--- src/otp_ctl_params.svh ---
// Register offsets, field positions, reset values and timing counts
`ifndef OTP_CTL_PARAMS_SVH
`define OTP_CTL_PARAMS_SVH

`define OFS_TRIGGER 6'h00
`define OFS_VLIMIT 6'h04
`define OFS_EVENT 6'h08
`define OFS_STATUS 6'h0C
`define OFS_IRQ_MASK 6'h10
`define OFS_CMD_ADDR 6'h14
`define OFS_WDATA 6'h18
`define OFS_RDATA 6'h1C
`define OFS_DATA_SEL 6'h20
`define OFS_ERR_CNT 6'h24
`define OFS_PROTECT 6'h28
`define OFS_CMD_SEL 6'h2C

`define TRIG_START_BIT 0
`define VLIMIT_W 14
`define VLIMIT_RST 14'h03D0
`define EV_DONE 7
`define EV_STAT 6
`define EV_VPP 5
`define EV_PAFAIL 3
`define EV_EMPTY 2
`define EV_LDFAIL 1
`define EV_CRC 0
`define EV_MASK_USED 8'hEF
`define ST_BUSY 7
`define ST_STAT 6
`define ST_VMON 5
`define ST_PWRUP 4
`define BYTE_EN_RST 4'hF
`define ERR_CNT_MAX 4'hF
`define CMD_ADDR_W 11

// Monitor unit time and the derived cycle count at 250 MHz
`define VMON_UNIT_US 1024
`define CLK_MHZ 250
`define VMON_UNIT_CYC (`VMON_UNIT_US * `CLK_MHZ)

// Sequencer phase counter loads; each phase lasts its load plus one clock cycle, power-up recovery also until the power-up pin is high
`define SETUP_CYC 8'h04
`define PULSE_CYC 8'h10
`define HOLD_CYC 8'h04
`define RECOV_CYC 8'h04
`define PWRUP_CYC 8'h08

`endif

--- src/otp_ctl_pkg.sv ---
// Types shared by the controller and its sequencer
package otp_ctl_pkg;
  typedef enum logic [2:0] {
    ST_RESET, ST_PWR_REC, ST_RST_REC, ST_IDLE, ST_SETUP, ST_PULSE, ST_HOLD, ST_RECOV
  } fsm_e;
  typedef logic [7:0] byte_t;
endpackage

--- src/otp_seq_if.sv ---
// Handshake between the register front end and the command sequencer
interface otp_seq_if;
  logic start;
  logic done;
  logic busy;
  logic [2:0] code;
  modport ctl(output start, input done, input busy, input code);
  modport seq(input start, output done, output busy, output code);
endinterface

--- src/otp_seq.sv ---
// Command sequencer driving the memory macro through setup, pulse, hold, recovery
`include "otp_ctl_params.svh"
module otp_seq (
  input wire logic ref_clk, // System clock
  input wire logic rst, // Async reset, active high
  input wire logic mem_pwr_up, // Macro power-up pin
  otp_seq_if.seq sq, // Start and completion handshake
  output logic mem_strobe // Macro access pulse
);
  import otp_ctl_pkg::*;

  fsm_e state_q;
  fsm_e state_d;
  logic [7:0] cnt_q;
  logic [7:0] cnt_d;
  logic cnt_zero;

  assign cnt_zero = (cnt_q == 8'h00);

  // State codes are fixed by the status field layout
  function automatic logic [2:0] code_of(input fsm_e s);
    case (s)
      ST_RESET: code_of = 3'h0;
      ST_PWR_REC: code_of = 3'h1;
      ST_RST_REC: code_of = 3'h2;
      ST_IDLE: code_of = 3'h4;
      ST_SETUP: code_of = 3'h5;
      ST_PULSE: code_of = 3'h7;
      ST_HOLD: code_of = 3'h3;
      ST_RECOV: code_of = 3'h6;
      default: code_of = 3'h0;
    endcase
  endfunction

  always_comb begin
    state_d = state_q;
    cnt_d = cnt_zero ? 8'h00 : cnt_q - 8'h01;
    case (state_q)
      ST_RESET: begin
        state_d = ST_PWR_REC;
        cnt_d = `PWRUP_CYC;
      end
      ST_PWR_REC: begin
        if (cnt_zero && mem_pwr_up) begin
          state_d = ST_RST_REC;
          cnt_d = `RECOV_CYC;
        end
      end
      ST_RST_REC: begin
        if (cnt_zero) begin
          state_d = ST_IDLE;
        end
      end
      ST_IDLE: begin
        if (sq.start) begin
          state_d = ST_SETUP;
          cnt_d = `SETUP_CYC;
        end
      end
      ST_SETUP: begin
        if (cnt_zero) begin
          state_d = ST_PULSE;
          cnt_d = `PULSE_CYC;
        end
      end
      ST_PULSE: begin
        if (cnt_zero) begin
          state_d = ST_HOLD;
          cnt_d = `HOLD_CYC;
        end
      end
      ST_HOLD: begin
        if (cnt_zero) begin
          state_d = ST_RECOV;
          cnt_d = `RECOV_CYC;
        end
      end
      ST_RECOV: begin
        if (cnt_zero) begin
          state_d = ST_IDLE;
        end
      end
      default: state_d = ST_RESET;
    endcase
  end

  always_ff @(posedge ref_clk or posedge rst) begin
    if (rst) begin
      state_q <= ST_RESET;
      cnt_q <= 8'h00;
    end else begin
      state_q <= state_d;
      cnt_q <= cnt_d;
    end
  end

  assign sq.code = code_of(state_q);
  assign sq.busy = (state_q == ST_SETUP) || (state_q == ST_PULSE) ||
                   (state_q == ST_HOLD) || (state_q == ST_RECOV);
  assign sq.done = (state_q == ST_RECOV) && cnt_zero;
  assign mem_strobe = (state_q == ST_PULSE);
endmodule

--- src/otp_manual_ctl.sv ---
// Manual command control and status registers of the one-time programmable memory controller
// What this block does
// - Writing one to start bit launches the set-up manual command; bit reads zero.
// - While access protection is on, start writes are ignored.
// - 14-bit limit field, reset 0x3D0, sets monitor periods before error.
// - One limit unit equals 1024 us of monitor time.
// - Event bit 7 sets when a manual request completes; write one clears.
// - Event bit 6 latches high status pin; re-sets at once if still high.
// - Event bit 5 sets on pump idle overrun; stays set while condition persists.
// - Event bit 3 sets on program-assist failure; write one clears.
// - Event bit 2 sets on empty configuration load; write one clears.
// - Event bit 1 sets on startup load failure; write one clears.
// - Event bit 0 sets on startup CRC errors; write one clears.
// - Status bit 7 is high from request start to finish.
// - Status bits 6 and 5 show live status pin and live monitor flag.
// - Status bit 4 shows live power-up pin.
// - Status bits 2:0 report the control state machine state code.
// - 4-bit byte enable, reset all ones, used only by program assist.
// - 4-bit CRC error counter increments, saturates, writable by software.
//
// Our own choices: the Avalon-MM slave port and the address map.
`include "otp_ctl_params.svh"
module otp_manual_ctl (
  input wire logic ref_clk, // 250 MHz system clock
  input wire logic rst, // Async reset, active high
  input wire logic [5:0] avs_address, // Byte address
  input wire logic avs_read, // Read request
  input wire logic avs_write, // Write request
  input wire logic [31:0] avs_writedata, // Write data
  input wire logic [3:0] avs_byteenable, // Write byte lanes
  output logic [31:0] avs_readdata, // Read data
  output logic avs_waitrequest, // Stall
  output logic [1:0] avs_response, // 00 ok, 10 slave error
  output logic irq, // Level interrupt
  input wire logic mem_status, // Macro status pin
  input wire logic mem_pwr_up, // Macro power-up pin
  input wire logic voltage_watch_signal, // Pump activity monitor flag
  input wire logic mon_tick, // One-cycle pulse per monitor clock period
  input wire logic pa_fail, // Program-assist failure pulse
  input wire logic load_empty, // Empty configuration pulse
  input wire logic load_fail, // Startup load failure pulse
  input wire logic crc_err, // Loader CRC error pulse
  input wire logic [31:0] mem_rdata, // Macro selected read bus
  output logic mem_strobe, // Access pulse to macro
  output logic [10:0] mem_addr, // Command address
  output logic [31:0] mem_wdata, // Command write data
  output logic [3:0] mem_byte_en, // Program-assist byte enable
  output logic [2:0] mem_cmd, // Command code
  output logic [2:0] mem_rdata_sel, // Read bus select
  output logic vpp_timeout // Monitor limit exceeded
);
  import otp_ctl_pkg::*;

  otp_seq_if sq();

  logic [13:0] vlimit_q;
  logic [7:0] event_q;
  logic [7:0] event_d;
  logic [7:0] mask_q;
  logic [10:0] addr_q;
  logic [31:0] wdata_q;
  logic [31:0] rdata_q;
  logic [3:0] byte_en_q;
  logic [2:0] rsel_q;
  logic [3:0] err_cnt_q;
  logic protect_q;
  logic [2:0] cmd_q;
  logic [17:0] unit_cnt_q;
  logic [13:0] idle_cnt_q;
  logic vto_q;
  logic ack_q;
  logic [31:0] rd_q;
  logic [1:0] resp_q;

  // One-cycle answer: waitrequest high on the first cycle of each request
  wire req = (avs_read || avs_write) && !ack_q;
  // Writes land only at the edge that samples waitrequest low
  wire wr = avs_write && ack_q;
  wire rd = avs_read && !ack_q;
  wire hit_trig = (avs_address == `OFS_TRIGGER);
  wire hit_vlim = (avs_address == `OFS_VLIMIT);
  wire hit_evt = (avs_address == `OFS_EVENT);
  wire hit_sts = (avs_address == `OFS_STATUS);
  wire hit_mask = (avs_address == `OFS_IRQ_MASK);
  wire hit_addr = (avs_address == `OFS_CMD_ADDR);
  wire hit_wdat = (avs_address == `OFS_WDATA);
  wire hit_rdat = (avs_address == `OFS_RDATA);
  wire hit_dsel = (avs_address == `OFS_DATA_SEL);
  wire hit_ecnt = (avs_address == `OFS_ERR_CNT);
  wire hit_prot = (avs_address == `OFS_PROTECT);
  wire hit_csel = (avs_address == `OFS_CMD_SEL);
  wire mapped = hit_trig | hit_vlim | hit_evt | hit_sts | hit_mask | hit_addr |
                hit_wdat | hit_rdat | hit_dsel | hit_ecnt | hit_prot | hit_csel;
  wire lane0 = avs_byteenable[0];
  wire lane1 = avs_byteenable[1];

  // Merge write data into a register honouring byte lanes
  function automatic logic [31:0] merge(input logic [31:0] old, input logic [31:0] nw,
                                        input logic [3:0] be);
    for (int i = 0; i < 4; i++) begin
      merge[i*8 +: 8] = be[i] ? nw[i*8 +: 8] : old[i*8 +: 8];
    end
  endfunction

  wire start_req = wr && hit_trig && lane0 && avs_writedata[`TRIG_START_BIT];
  // Protected or already running: the strobe is dropped
  assign sq.start = start_req && !protect_q && !sq.busy;

  // Monitor time base: one limit unit of 1024 us, counted in ref_clk cycles
  wire unit_end = (unit_cnt_q == 18'(`VMON_UNIT_CYC - 1));
  wire [13:0] vlimit_wr = avs_writedata[13:0];
  wire over_limit = (idle_cnt_q >= vlimit_q);
  wire [31:0] vlim_merged = merge({18'h0_0000, vlimit_q}, {18'h0_0000, vlimit_wr},
                                  avs_byteenable);
  wire [31:0] addr_merged = merge({21'h00_0000, addr_q}, avs_writedata, avs_byteenable);

  wire [7:0] w1c = (wr && hit_evt && lane0) ? avs_writedata[7:0] : 8'h00;
  wire [7:0] ev_set = {sq.done,
                       mem_status,
                       vto_q,
                       1'b0,
                       pa_fail,
                       load_empty,
                       load_fail,
                       crc_err};
  // Set wins over clear so a coincident event is never lost
  assign event_d = ((event_q & ~w1c) | ev_set) & `EV_MASK_USED;

  wire [7:0] sts = {sq.busy,
                    mem_status, voltage_watch_signal,
                    mem_pwr_up,
                    1'b0, sq.code};

  wire [31:0] rmux =
      hit_vlim ? {18'h0_0000, vlimit_q} :
      hit_evt ? {24'h00_0000, event_q} :
      hit_sts ? {24'h00_0000, sts} :
      hit_mask ? {24'h00_0000, mask_q} :
      hit_addr ? {21'h00_0000, addr_q} :
      hit_wdat ? wdata_q :
      hit_rdat ? rdata_q :
      hit_dsel ? {24'h00_0000, byte_en_q, 1'b0, rsel_q} :
      hit_ecnt ? {28'h000_0000, err_cnt_q} :
      hit_prot ? {31'h0000_0000, protect_q} :
      hit_csel ? {29'h0000_0000, cmd_q} :
      32'h0000_0000; // start bit always reads zero

  always_ff @(posedge ref_clk or posedge rst) begin
    if (rst) begin
      ack_q <= 1'b0;
      rd_q <= 32'h0000_0000;
      resp_q <= 2'h0;
    end else begin
      ack_q <= req;
      rd_q <= rd ? rmux : rd_q;
      resp_q <= req ? (mapped ? 2'h0 : 2'h2) : resp_q;
    end
  end

  assign avs_waitrequest = (avs_read || avs_write) && !ack_q;
  assign avs_readdata = rd_q;
  assign avs_response = resp_q;

  always_ff @(posedge ref_clk or posedge rst) begin
    if (rst) begin
      event_q <= 8'h00;
    end else begin
      event_q <= event_d;
    end
  end

  always_ff @(posedge ref_clk or posedge rst) begin
    if (rst) begin
      vlimit_q <= `VLIMIT_RST;
      mask_q <= 8'h00;
      addr_q <= 11'h000;
      wdata_q <= 32'h0000_0000;
      rsel_q <= 3'h0;
      protect_q <= 1'b0;
      cmd_q <= 3'h0;
    end else begin
      if (wr && hit_vlim) vlimit_q <= vlim_merged[13:0];
      if (wr && hit_mask && lane0) mask_q <= avs_writedata[7:0];
      if (wr && hit_addr) addr_q <= addr_merged[10:0];
      if (wr && hit_wdat) wdata_q <= merge(wdata_q, avs_writedata, avs_byteenable);
      if (wr && hit_dsel && lane0) rsel_q <= avs_writedata[2:0];
      if (wr && hit_prot && lane0) protect_q <= avs_writedata[0];
      if (wr && hit_csel && lane0) cmd_q <= avs_writedata[2:0];
    end
  end

  // Byte enable is reset to all lanes and only reaches the macro for program assist
  always_ff @(posedge ref_clk or posedge rst) begin
    if (rst) begin
      byte_en_q <= `BYTE_EN_RST;
    end else if (wr && hit_dsel && lane0) begin
      byte_en_q <= avs_writedata[7:4];
    end
  end

  // Software write takes priority over a loader increment in the same cycle
  always_ff @(posedge ref_clk or posedge rst) begin
    if (rst) begin
      err_cnt_q <= 4'h0;
    end else if (wr && hit_ecnt && lane0) begin
      err_cnt_q <= avs_writedata[3:0];
    end else if (crc_err && err_cnt_q != `ERR_CNT_MAX) begin
      err_cnt_q <= err_cnt_q + 4'h1;
    end
  end

  // Read data captured from the macro when the command completes
  always_ff @(posedge ref_clk or posedge rst) begin
    if (rst) begin
      rdata_q <= 32'h0000_0000;
    end else if (sq.done) begin
      rdata_q <= mem_rdata;
    end
  end

  // Idle time of the pump, in limit units; cleared whenever the pump is active
  always_ff @(posedge ref_clk or posedge rst) begin
    if (rst) begin
      unit_cnt_q <= 18'h0_0000;
      idle_cnt_q <= 14'h0000;
      vto_q <= 1'b0;
    end else begin
      unit_cnt_q <= (!voltage_watch_signal || unit_end) ? 18'h0_0000 : unit_cnt_q + 18'h0_0001;
      if (!voltage_watch_signal) begin
        idle_cnt_q <= 14'h0000;
      end else if (mon_tick && unit_end && !over_limit) begin
        idle_cnt_q <= idle_cnt_q + 14'h0001;
      end
      vto_q <= voltage_watch_signal && over_limit;
    end
  end

  otp_seq u_seq (
    .ref_clk(ref_clk),
    .rst(rst),
    .mem_pwr_up(mem_pwr_up),
    .sq(sq.seq),
    .mem_strobe(mem_strobe)
  );

  // Busy drops as the sequencer leaves recovery, the same edge done sets the flag
  assign irq = |(event_q & mask_q);
  assign mem_addr = addr_q;
  assign mem_wdata = wdata_q;
  assign mem_byte_en = (cmd_q == 3'h2) ? byte_en_q : 4'h0;
  assign mem_cmd = cmd_q;
  assign mem_rdata_sel = rsel_q;
  assign vpp_timeout = vto_q;
endmodule

--- config.mk ---
export PLATFORM = sky130hd
export DESIGN_NAME = otp_manual_ctl
export DESIGN_NICKNAME = d
export VERILOG_FILES = /design/src/otp_ctl_pkg.sv /design/src/otp_seq_if.sv /design/src/otp_seq.sv /design/src/otp_manual_ctl.sv
export VERILOG_INCLUDE_DIRS = /design/src /design/src/src
export SDC_FILE = /design/constraint.sdc
export NUM_CORES = 1
export LEC_CHECK = 0
export BUFFER_PORTS_ARGS = -buffer_cell sky130_fd_sc_hd__buf_2
export CAP_MARGIN = 30
export CORE_MARGIN = 1
export CORE_UTILIZATION = 34
export CTS_BUF_LIST = sky130_fd_sc_hd__clkbuf_8
export CTS_CLUSTER_SIZE = 20
export DETAILED_ROUTE_END_ITERATION = 10
export HOLD_SLACK_MARGIN = 0.1
export PLACE_DENSITY = 0.51
export SLEW_MARGIN = 20
export SYNTH_ARGS = -nofsm -noshare
export SYNTH_HDL_FRONTEND = slang
export SYNTH_SLANG_ARGS = --single-unit
export TNS_END_PERCENT = 30
--- constraint.sdc ---
create_clock -name ref_clk -period 10.7 [get_ports ref_clk]
set_clock_uncertainty 0.05 [all_clocks]
set_input_delay 1.07 -clock ref_clk [delete_from_list [all_inputs] [get_ports ref_clk]]
set_output_delay 1.07 -clock ref_clk [all_outputs]
set_load 0.005 [all_outputs]
-- Word-level counts from Yosys, hierarchy flattened
Memories as Yosys holds them, arrays and structs flattened.
Index checks and enable logic that the tools add are counted.
- add/subtract/negate cells: 4
- order comparisons: 1
- equal/unequal tests: 28
- mux-type cells: 32
- bitwise logic cells: 15
- reduce and logical (&&, ||, !) cells: 55
- operator list (kind ; count):
    32-bit two-way mux ; 7
    8-bit two-way mux ; 7
    8-bit case mux with 5 select lines ; 1
    1-bit logical AND ; 29
    14-bit two-way mux ; 2
    6-bit by 5-bit equality test with 1-bit output, second input constant ; 4
    6-bit equality test, second input constant ; 4
    3-bit two-way mux ; 8
    3-bit case mux with 7 select lines ; 1
    18-bit by 1-bit adder with 18-bit output, second input constant ; 1
    18-bit equality test, second input constant ; 1
    18-bit two-way mux ; 1
    8-bit AND ; 2
    4-bit two-way mux ; 4
    2-bit AND reduction ; 8
    14-bit by 1-bit adder with 14-bit output, second input constant ; 1
    14-bit greater-or-equal comparator ; 1
    3-bit equality test, second input constant ; 4
    6-bit by 4-bit equality test with 1-bit output, second input constant ; 2
    2-bit by 1-bit != test with 1-bit output, second input constant ; 6
    1-bit bitwise OR ; 11
    3-bit by 2-bit equality test with 1-bit output, second input constant ; 3
    8-bit logical NOT ; 1
    8-bit inverter ; 1
    16 further kinds ; 25
- flip-flop bits (word level): 198
- ROM bits: 24
- bits of input ports: 86
- output and inout port bits: 91
- word-level logic and storage cells: 160
- memories: 1
- memory list (memory ; words ; bits a word ; read ports ; clocked after Yosys merged registers in ; wr ports ; RTL line ; text):
    (name not given) ; 8 ; 3 ; 1 ; 0 ; 0 ; otp_seq.sv:22 ; case (s)

-- Logic depth before layout (Yosys ltp)
Gate-level depths: netlist (run 1).
- word-level depth: 13
- mapped depth: 10

-- Hierarchy
A second synthesis (run 1) with hierarchy kept.
- cells, all modules: 858
- area total of the unflattened synthesis: 9619.2 sq um
- modules (own cells, without submodules) (module ; instances ; cells each ; area an instance (sq um) ; sequential area each (sq um)):
    otp_manual_ctl ; 1 ; 780 ; 8931.1 ; 4665.7
    otp_seq ; 1 ; 78 ; 688.2 ; 275.3

-- Least setup slack after synthesis (run 1)
OpenSTA, ideal clock, no wires.
- path type: in2reg
- from: input port avs_address[1]
- to: register u_seq.cnt_q[3]
- setup time: 0.136 ns
- data arrival time: 2.519 ns
- required time: 10.514 ns
- setup slack: 7.995 ns
- stages: 6
- buffers on the path: 0
- cell sequence: or4_1 -> nor4_2 -> and3_1 -> o21ba_2 -> or2_2 -> o32ai_1
- word-level cells in the longest chain between the ends: 8
- RTL lines (what ; RTL line ; text):
    start: declaration ; otp_manual_ctl.sv:26 ; input wire logic [5:0] avs_address,
    6-bit logical NOT (no line) ; -- ;
    1-bit logical AND (3 in series) ; otp_manual_ctl.sv:105 ; wire start_req = wr && hit_trig && lane0 && avs_writedata[`TRIG_START_BIT];
    1-bit logical AND (2 in series) ; otp_manual_ctl.sv:107 ; assign sq.start = start_req && !protect_q && !sq.busy;
    8-bit two-way mux ; otp_seq.sv:55 ; if (sq.start) begin
    8-bit case mux with 5 select lines ; otp_seq.sv:38 ; case (state_q)
    named net u_seq.cnt_d[3] ; otp_seq.sv:15 ; logic [7:0] cnt_d;
    end signal: assignment ; otp_seq.sv:93 ; cnt_q <= cnt_d;
    end: declaration ; otp_seq.sv:14 ; logic [7:0] cnt_q;
The timed path passes the listed nets, and every way through them passes these cells.
A chain may end at the register's enable or synchronous reset.

-- Worst setup path after layout (run 1)
- from: input port avs_address[3]
- to: register wdata_q[5] (netlist: mem_wdata[5])
- word-level cells in the longest chain between the ends: 3
- RTL lines (what ; RTL line ; text):
    6-bit by 5-bit equality test with 1-bit output (no line) ; -- ;
    1-bit logical AND ; otp_manual_ctl.sv:185 ; if (wr && hit_wdat) wdata_q <= merge(wdata_q, avs_writedata, avs_byteenable);
    2-bit AND reduction (no line) ; -- ;
    end signal: assignment ; otp_manual_ctl.sv:185 ;
    end: declaration ; otp_manual_ctl.sv:61 ; logic [31:0] wdata_q;
No other way between the ends.

==> results of run 1 <==
[cell usage in the layout, fill, tap and decap left out, types with 10 or more instances in the layout]
cell type and instances:
o21ai_0 17, a21o_1 10, inv_1 22, mux2_1 65, mux2_2 34, mux2i_1 12
ha_1 18, a21oi_1 46, o21ai_1 38, xnor2_1 11, clkbuf_8 20, nor2_1 61
xor2_1 12, a22oi_1 26, nand2_1 89, o31ai_1 10, buf_2 175, nand3_1 22
dfrtp_1 188
[layout make-up]
class | instances | area [µm²]
multi-input combinational | 601 | 4210
antenna | 1 | 2.50
clock buffer | 20 | 275
fill | 2677 | 16000
inverter | 24 | 97.6
clock inverter | 12 | 134
tap | 341 | 427
sequential | 197 | 4940
timing repair buffer | 186 | 983
[worst register-to-register path, cell delays in order, from the launching register on]
cell and delay, ns:
dfstp_2 0.53, inv_1 0.08, ha_1 0.32, a21oi_1 0.15, o21ai_1 0.15, a2111oi_4 0.47, o2111ai_4 0.42, or4_1 0.62
a21oi_1 0.16
[routing by layer]
metal / share of wire (%) / global-route usage [%] / vias up
met4: 1.5 / 6.05 / 2
met5: 0.044 / 0 / -
li1: - / - / 3439
met1: 47 / 27.4 / 3651
met2: 47 / 30.7 / 211
met3: 4.6 / 3.22 / 29
[sequential cells by signal (all words and copies together) (netlist names)]
name           cells
avs_readdata      32
mem_wdata         32
rdata_q           32
unit_cnt_q        18
idle_cnt_q        14
vlimit_q          14
mem_addr          11
mask_q             8
u_seq.cnt_q        8
event_q            7
byte_en_q          4
err_cnt_q          4
mem_cmd            3
mem_rdata_sel      3
u_seq.state_q      3
ack_q              1
avs_response       1
protect_q          1
vpp_timeout        1
[kinds of logic after synthesis]
kind of cell	count (synthesis)	share of synthesized area [%]
xor gates and xnor gates	23	2.14
and+or+nand+nor	252	13.1
adders and majority gates	18	2.39
buffers and inverters	65	2.89
DFF	197	52.5
other	1	0.0399
AOI/OAI and AO/OA	195	13.5
muxes	112	13.4
[power by group through the flow]
stage	Clock (mW)	Combinational (mW)	Sequential, mW
after global routing	0.547	0.209	0.841
after floorplan	0	0.111	0.836
after detailed placement	0	0.189	0.849
final	0.507	0.187	0.834
after CTS	0.521	0.190	0.835
after global placement	0	0.186	0.849
[how the worst min path moves through the flow]
| stage | cells past startpoint | from | to |
|---|---|---|---|
| 6_report | 1 | u_seq.cnt_q[0] | u_seq.cnt_q[0] |
| 5_1_grt | 1 | u_seq.cnt_q[0] | u_seq.cnt_q[0] |
| 4_1_cts | 1 | u_seq.cnt_q[0] | u_seq.cnt_q[0] |
| 3_5_place_dp | 1 | u_seq.cnt_q[0] | u_seq.cnt_q[0] |
| 3_3_place_gp | 1 | u_seq.cnt_q[0] | u_seq.cnt_q[0] |
| 2_1_floorplan | 1 | u_seq.cnt_q[0] | u_seq.cnt_q[0] |
[per-stage QoR]
stage	std cells	utilization, %	hold slack [ns]
after floorplan	863	-	0.374
after global placement	1345	39.2	0.402
after detailed placement	1348	39.4	0.408
after CTS	1380	40.9	0.423
after global routing	1381	40.9	0.448
final	1382	41.0	0.416
==> metrics.txt, run 1 <==
commonest cells in the netlist dfrtp_1 (188), nand2_1 (89), mux2_1 (65); IO Port Bufs 175; Layout area overhead 17.7%; Power Total between 1.5 and 2 mW; Ports about 180; crit-path max cell delay roughly 0.65 ns; Core Region roughly 27,000 µm²; placed cell area 10,700 µm²; die height roughly 170 µm; antenna violations before repair 2; RSZ-0062 raised after global routing no; status finished, final reports clean; Starting DRT DRC Count 494; Routed WL per cell between 15 and 20 µm; DP Wirelength a little under 20,000 µm; Layout Nets 1,131; top-count cell post-synth dfrtp_1; RePlAce Congestion between 0.8 and 0.9; final setup TNS 0 ns; number of vias in the routed layout 7,332; critical setup path kind primary input to register; Period minus WS final 3.09 ns; Synth top area share 50.0%; Die ar. approximately 28,000 µm²; Setup crit end mem_wdata[5]; startpoint class of the critical path primary input; crit end category register; Levels on crit path 5; Clk pin slew, worst setup/hold paths approximately 0.10 ns; H-Tree Depth 4; Clock Sinks about 200; crit path buf inv count 1; Routed Antenna Nets 0; Post-synth EDFFs 0; FF+latch count, synth slightly below 200; layout cells sized above 1 a little over a quarter; # resized after CTS 0; Slew @ Worst Pin 1.06 ns; Max stage delay cell, worst path nor2b_1; Final Hold Viols 0; final WL about 27,000 µm; Final period util between 20% and 30%; Post-Layout Inst Area 11,100 µm²; synth unique cells between 60 and 70; clk buf depth 2; f_max roughly 320 MHz; DR vias/cell between 5 and 6; Horiz. Die Dim roughly 170 µm; top_reg_cell synth dfrtp_1; leak pwr 5.40 nW; r2r worst-path depth 8; number of global-route vias before repair 7,061; internal power 1.09 mW; Std-Cell Rows 60; Yosys warnings 0; logic gate share of total power between 10 and 15%; reg2reg end idle_cnt_q[5]; Max Transition Viols Final 0; crit-path leading delay family simple AND/OR/NAND/NOR gates; Net Sw Frac roughly 29%; Reg2Reg Launch Point vlimit_q[9]; Post-Syn Area roughly 9400 µm²; first-pass GRT wire length approximately 42,000 µm; R2R setup slack approximately 7.7 ns; Seq/Total Area, Yosys between 50% and 60%; drt drc 0; Clock Root Buffer clkbuf_8; Hold Path Class register to register; worst-path fanout max 32; largest net degree at the start of global routing between 80 and 90; Clk network pwr share between 30% and 40%; Finish-stage setup viols 0; CTS tree built; Starting Density 34.8%; post-synth top area cell dfrtp_1; Seq pwr share 54.6%; setup ws final 7.61 ns; Peak VDD IR between 0.00006 and 0.00007 V; ys async rst share between 90% and 100%; dpl ws 7.15 ns; Pre-antenna DRT Iters 6; Max Cap Violations 0; grt ovf 0; post-CTS setup buffers 0; worst path cell trace buf_2 > nor2b_1 > nand2_1 > nor2_2 > mux2_2; Max-slew headroom a little under 30%; top cells by area, synth dfrtp_1 (50%), mux2_1 (7.8%), mux2_2 (4.1%); Critical Path RT between 10 and 15 ns; Critical Path Start avs_address[3]; syn_area_per_cell 10.9 µm²; Post-Synthesis Cells 863; later-pin clock latency in the skew report roughly 0.5 ns; hold buffers post-CTS 0; PwrDens between 100 and 150 nW/µm²; TritonCTS buffer count 17; synthesized net count a little under 1,000; Psw 0.443 mW; Worst EP arrival about 3.4 ns; All-Layer GR Usage between 10% and 20%
Power figures use the tool's default switching activity.
==> run 2: changes to the inputs <==
- clock period: 10.7 -> 3.2 ns (I/O delays scaled with it)
==> metrics.txt, run 2 (synthesized netlist as in run 1, its figures left out) <==
later-pin clock latency in the skew report 0.49 ns (about the same); Worst EP arrival 3.23 ns (-0.18 ns); Final period util ~90%; startpoint class of the critical path register; Final Hold Viols 0 (unchanged); RSZ-0062 raised after global routing no; status finished, final reports clean; Critical Path RT 3.56 ns (-7.46 ns); CTS tree built; ANT cells 0 (-1); DR vias/cell 5.23 (-1.5%); Clock Root Buffer clkbuf_8; post-CTS setup buffers 0 (unchanged); Hold Path Class primary input to register; Finish-stage setup viols 0 (unchanged); Std-Cell Rows 60 (unchanged); Layout area overhead 26.2%; largest net degree at the start of global routing 124 (+43%); number of global-route vias before repair 7,522 (+6.5%); Routed WL per cell 18.9 µm (-4.3%); Pre-antenna DRT Iters 4 (-2); Clock Sinks 197 (unchanged); crit end category register; most frequent cells in the layout dfrtp_1 (188), buf_2 (175), nand2_1 (89); All-Layer GR Usage 20.0% (+0.49 points); leak pwr 5.76 nW (+6.7%); IO Port Bufs 175 (unchanged); Starting DRT DRC Count 475 (-3.8%); Core Region 27,000 µm² (unchanged); H-Tree Depth 4 (unchanged); die height 168 µm (unchanged); number of vias in the routed layout 7,651 (+4.4%); final setup TNS 0 ns (unchanged); Max-slew headroom 36.2% (+7.1 points); RePlAce Congestion 0.809 (+0.75%); Starting Density 34.8% (unchanged); antenna violations before repair 0 (-2); placed cell area 10,800 µm² (+0.98%); Ports 177 (unchanged); Horiz. Die Dim 168 µm (unchanged); final WL 27,600 µm (+1.4%); Routed Antenna Nets 0 (unchanged); Period minus WS final between 2 and 3 ns; Util after Layout 43.9% (+3.0 points); drt drc 0 (unchanged); Clk pin slew, worst setup/hold paths 0.11 ns (about the same); Layout Nets 1,214 (+7.3%); commonest non-fill, non-tap cell in the layout dfrtp_1; Slew @ Worst Pin 0.955 ns (-0.106 ns); layout cells sized above 1 26.3% (-0.85 points); critical setup path kind register to register; Post-Layout Inst Area 11,900 µm² (+7.2%); first-pass GRT wire length 43,500 µm (+3.9%); worst-path fanout max 27 (-16%); Multi-input gate area 4210 µm² (about the same); Peak VDD IR 0.000199 V (+210%); f_max about 350 MHz; grt ovf 0 (unchanged); clk buf depth 2 (unchanged); Max Cap Violations 0 (unchanged); Max Transition Viols Final 0 (unchanged); fillers 2,641 (-1.3%); Die ar. 28,300 µm² (unchanged); r2r worst-path depth 8 (unchanged); Worst Hold Depth 3 (+2); TritonCTS buffer count 17 (unchanged); DP Wirelength 19,500 µm (-1.8%); Sequential Area 4940 µm² (unchanged); worst hold slack 0.143 ns (-0.273 ns); PwrDens 437 nW/µm² (+220%)
## run 2: cell count changes in the layout (fill, tap and decap cells not counted), moves of 2 or more
cell and change:
inv_8 +2, dlygate4sd3_1 +69, buf_4 +16, clkinv_4 -3, buf_8 -2, clkinv_8 +3, clkbuf_8 -3
## run 2: per-stage QoR
stage | total power, mW | setup WS [ns] | cells
after CTS | 5.27 | 0.311 | 1464
final | 5.19 | 0.323 | 1464
after global placement | 3.46 | 0.402 | 1363
after global routing | 5.45 | 0.0978 | 1464
after detailed placement | 3.47 | 0.326 | 1363
after floorplan | 3.17 | 0.291 | 863
## run 2: worst paths after layout
check	startpoint	endpoint	slack, ns
setup / recovery	vlimit_q[9]	idle_cnt_q[12]	0.32
max in group asynchronous	rst	rdata_q[31]	1.97
min in group asynchronous	rst	unit_cnt_q[13]	0.46
setup reg to reg	vlimit_q[9]	idle_cnt_q[12]	0.32
hold / removal	avs_write	ack_q	0.14
hold reg to reg	u_seq.cnt_q[0]	u_seq.cnt_q[0]	0.42
## run 2: per-layer routing
metal | vias up | wire (µm) | GRT usage [%]
li1 | 3603 | - | -
met1 | 3824 | 12800 | 27.7
met5 | - | 0 | 0
met3 | 21 | 1290 | 3.43
met2 | 203 | 13200 | 32.4
met4 | 0 | 310 | 5.02
## run 2: worst max-delay path, cell delays in order (launching register included)
cell	delay [ns]
dfstp_2	0.53
inv_1	0.06
ha_1	0.31
a21oi_1	0.15
o21ai_1	0.12
a2111oi_4	0.42
o2111ai_4	0.40
or4_1	0.62
a21oi_1	0.15
## run 2: layout make-up
| class | instances | share of cell area (%) |
|---|---|---|
| Inverter | 24 | 0.791 |
| Sequential cell | 197 | 41.6 |
| Clock inverter | 15 | 1.57 |
| Clock buffer | 17 | 1.97 |
| Tap cell | 341 | 3.60 |
| Multi-Input combinational cell | 601 | 35.4 |
| Timing Repair Buffer | 269 | 15.0 |
## run 2: repair_timing
action,in CTS,in global routing
hold buffers,69,0
gates resized for setup,0,0
endpoints found under the hold margin,264,0
## run 2: power breakdown
| part | switching, mW | internal, mW | leakage (nW) |
|---|---|---|---|
| registers | 0.131 | 2.64 | 2.57 |
| logic | 0.365 | 0.336 | 2.97 |
| clock network | 1.04 | 0.673 | 0.215 |
| total | 1.53 | 3.65 | 5.76 |
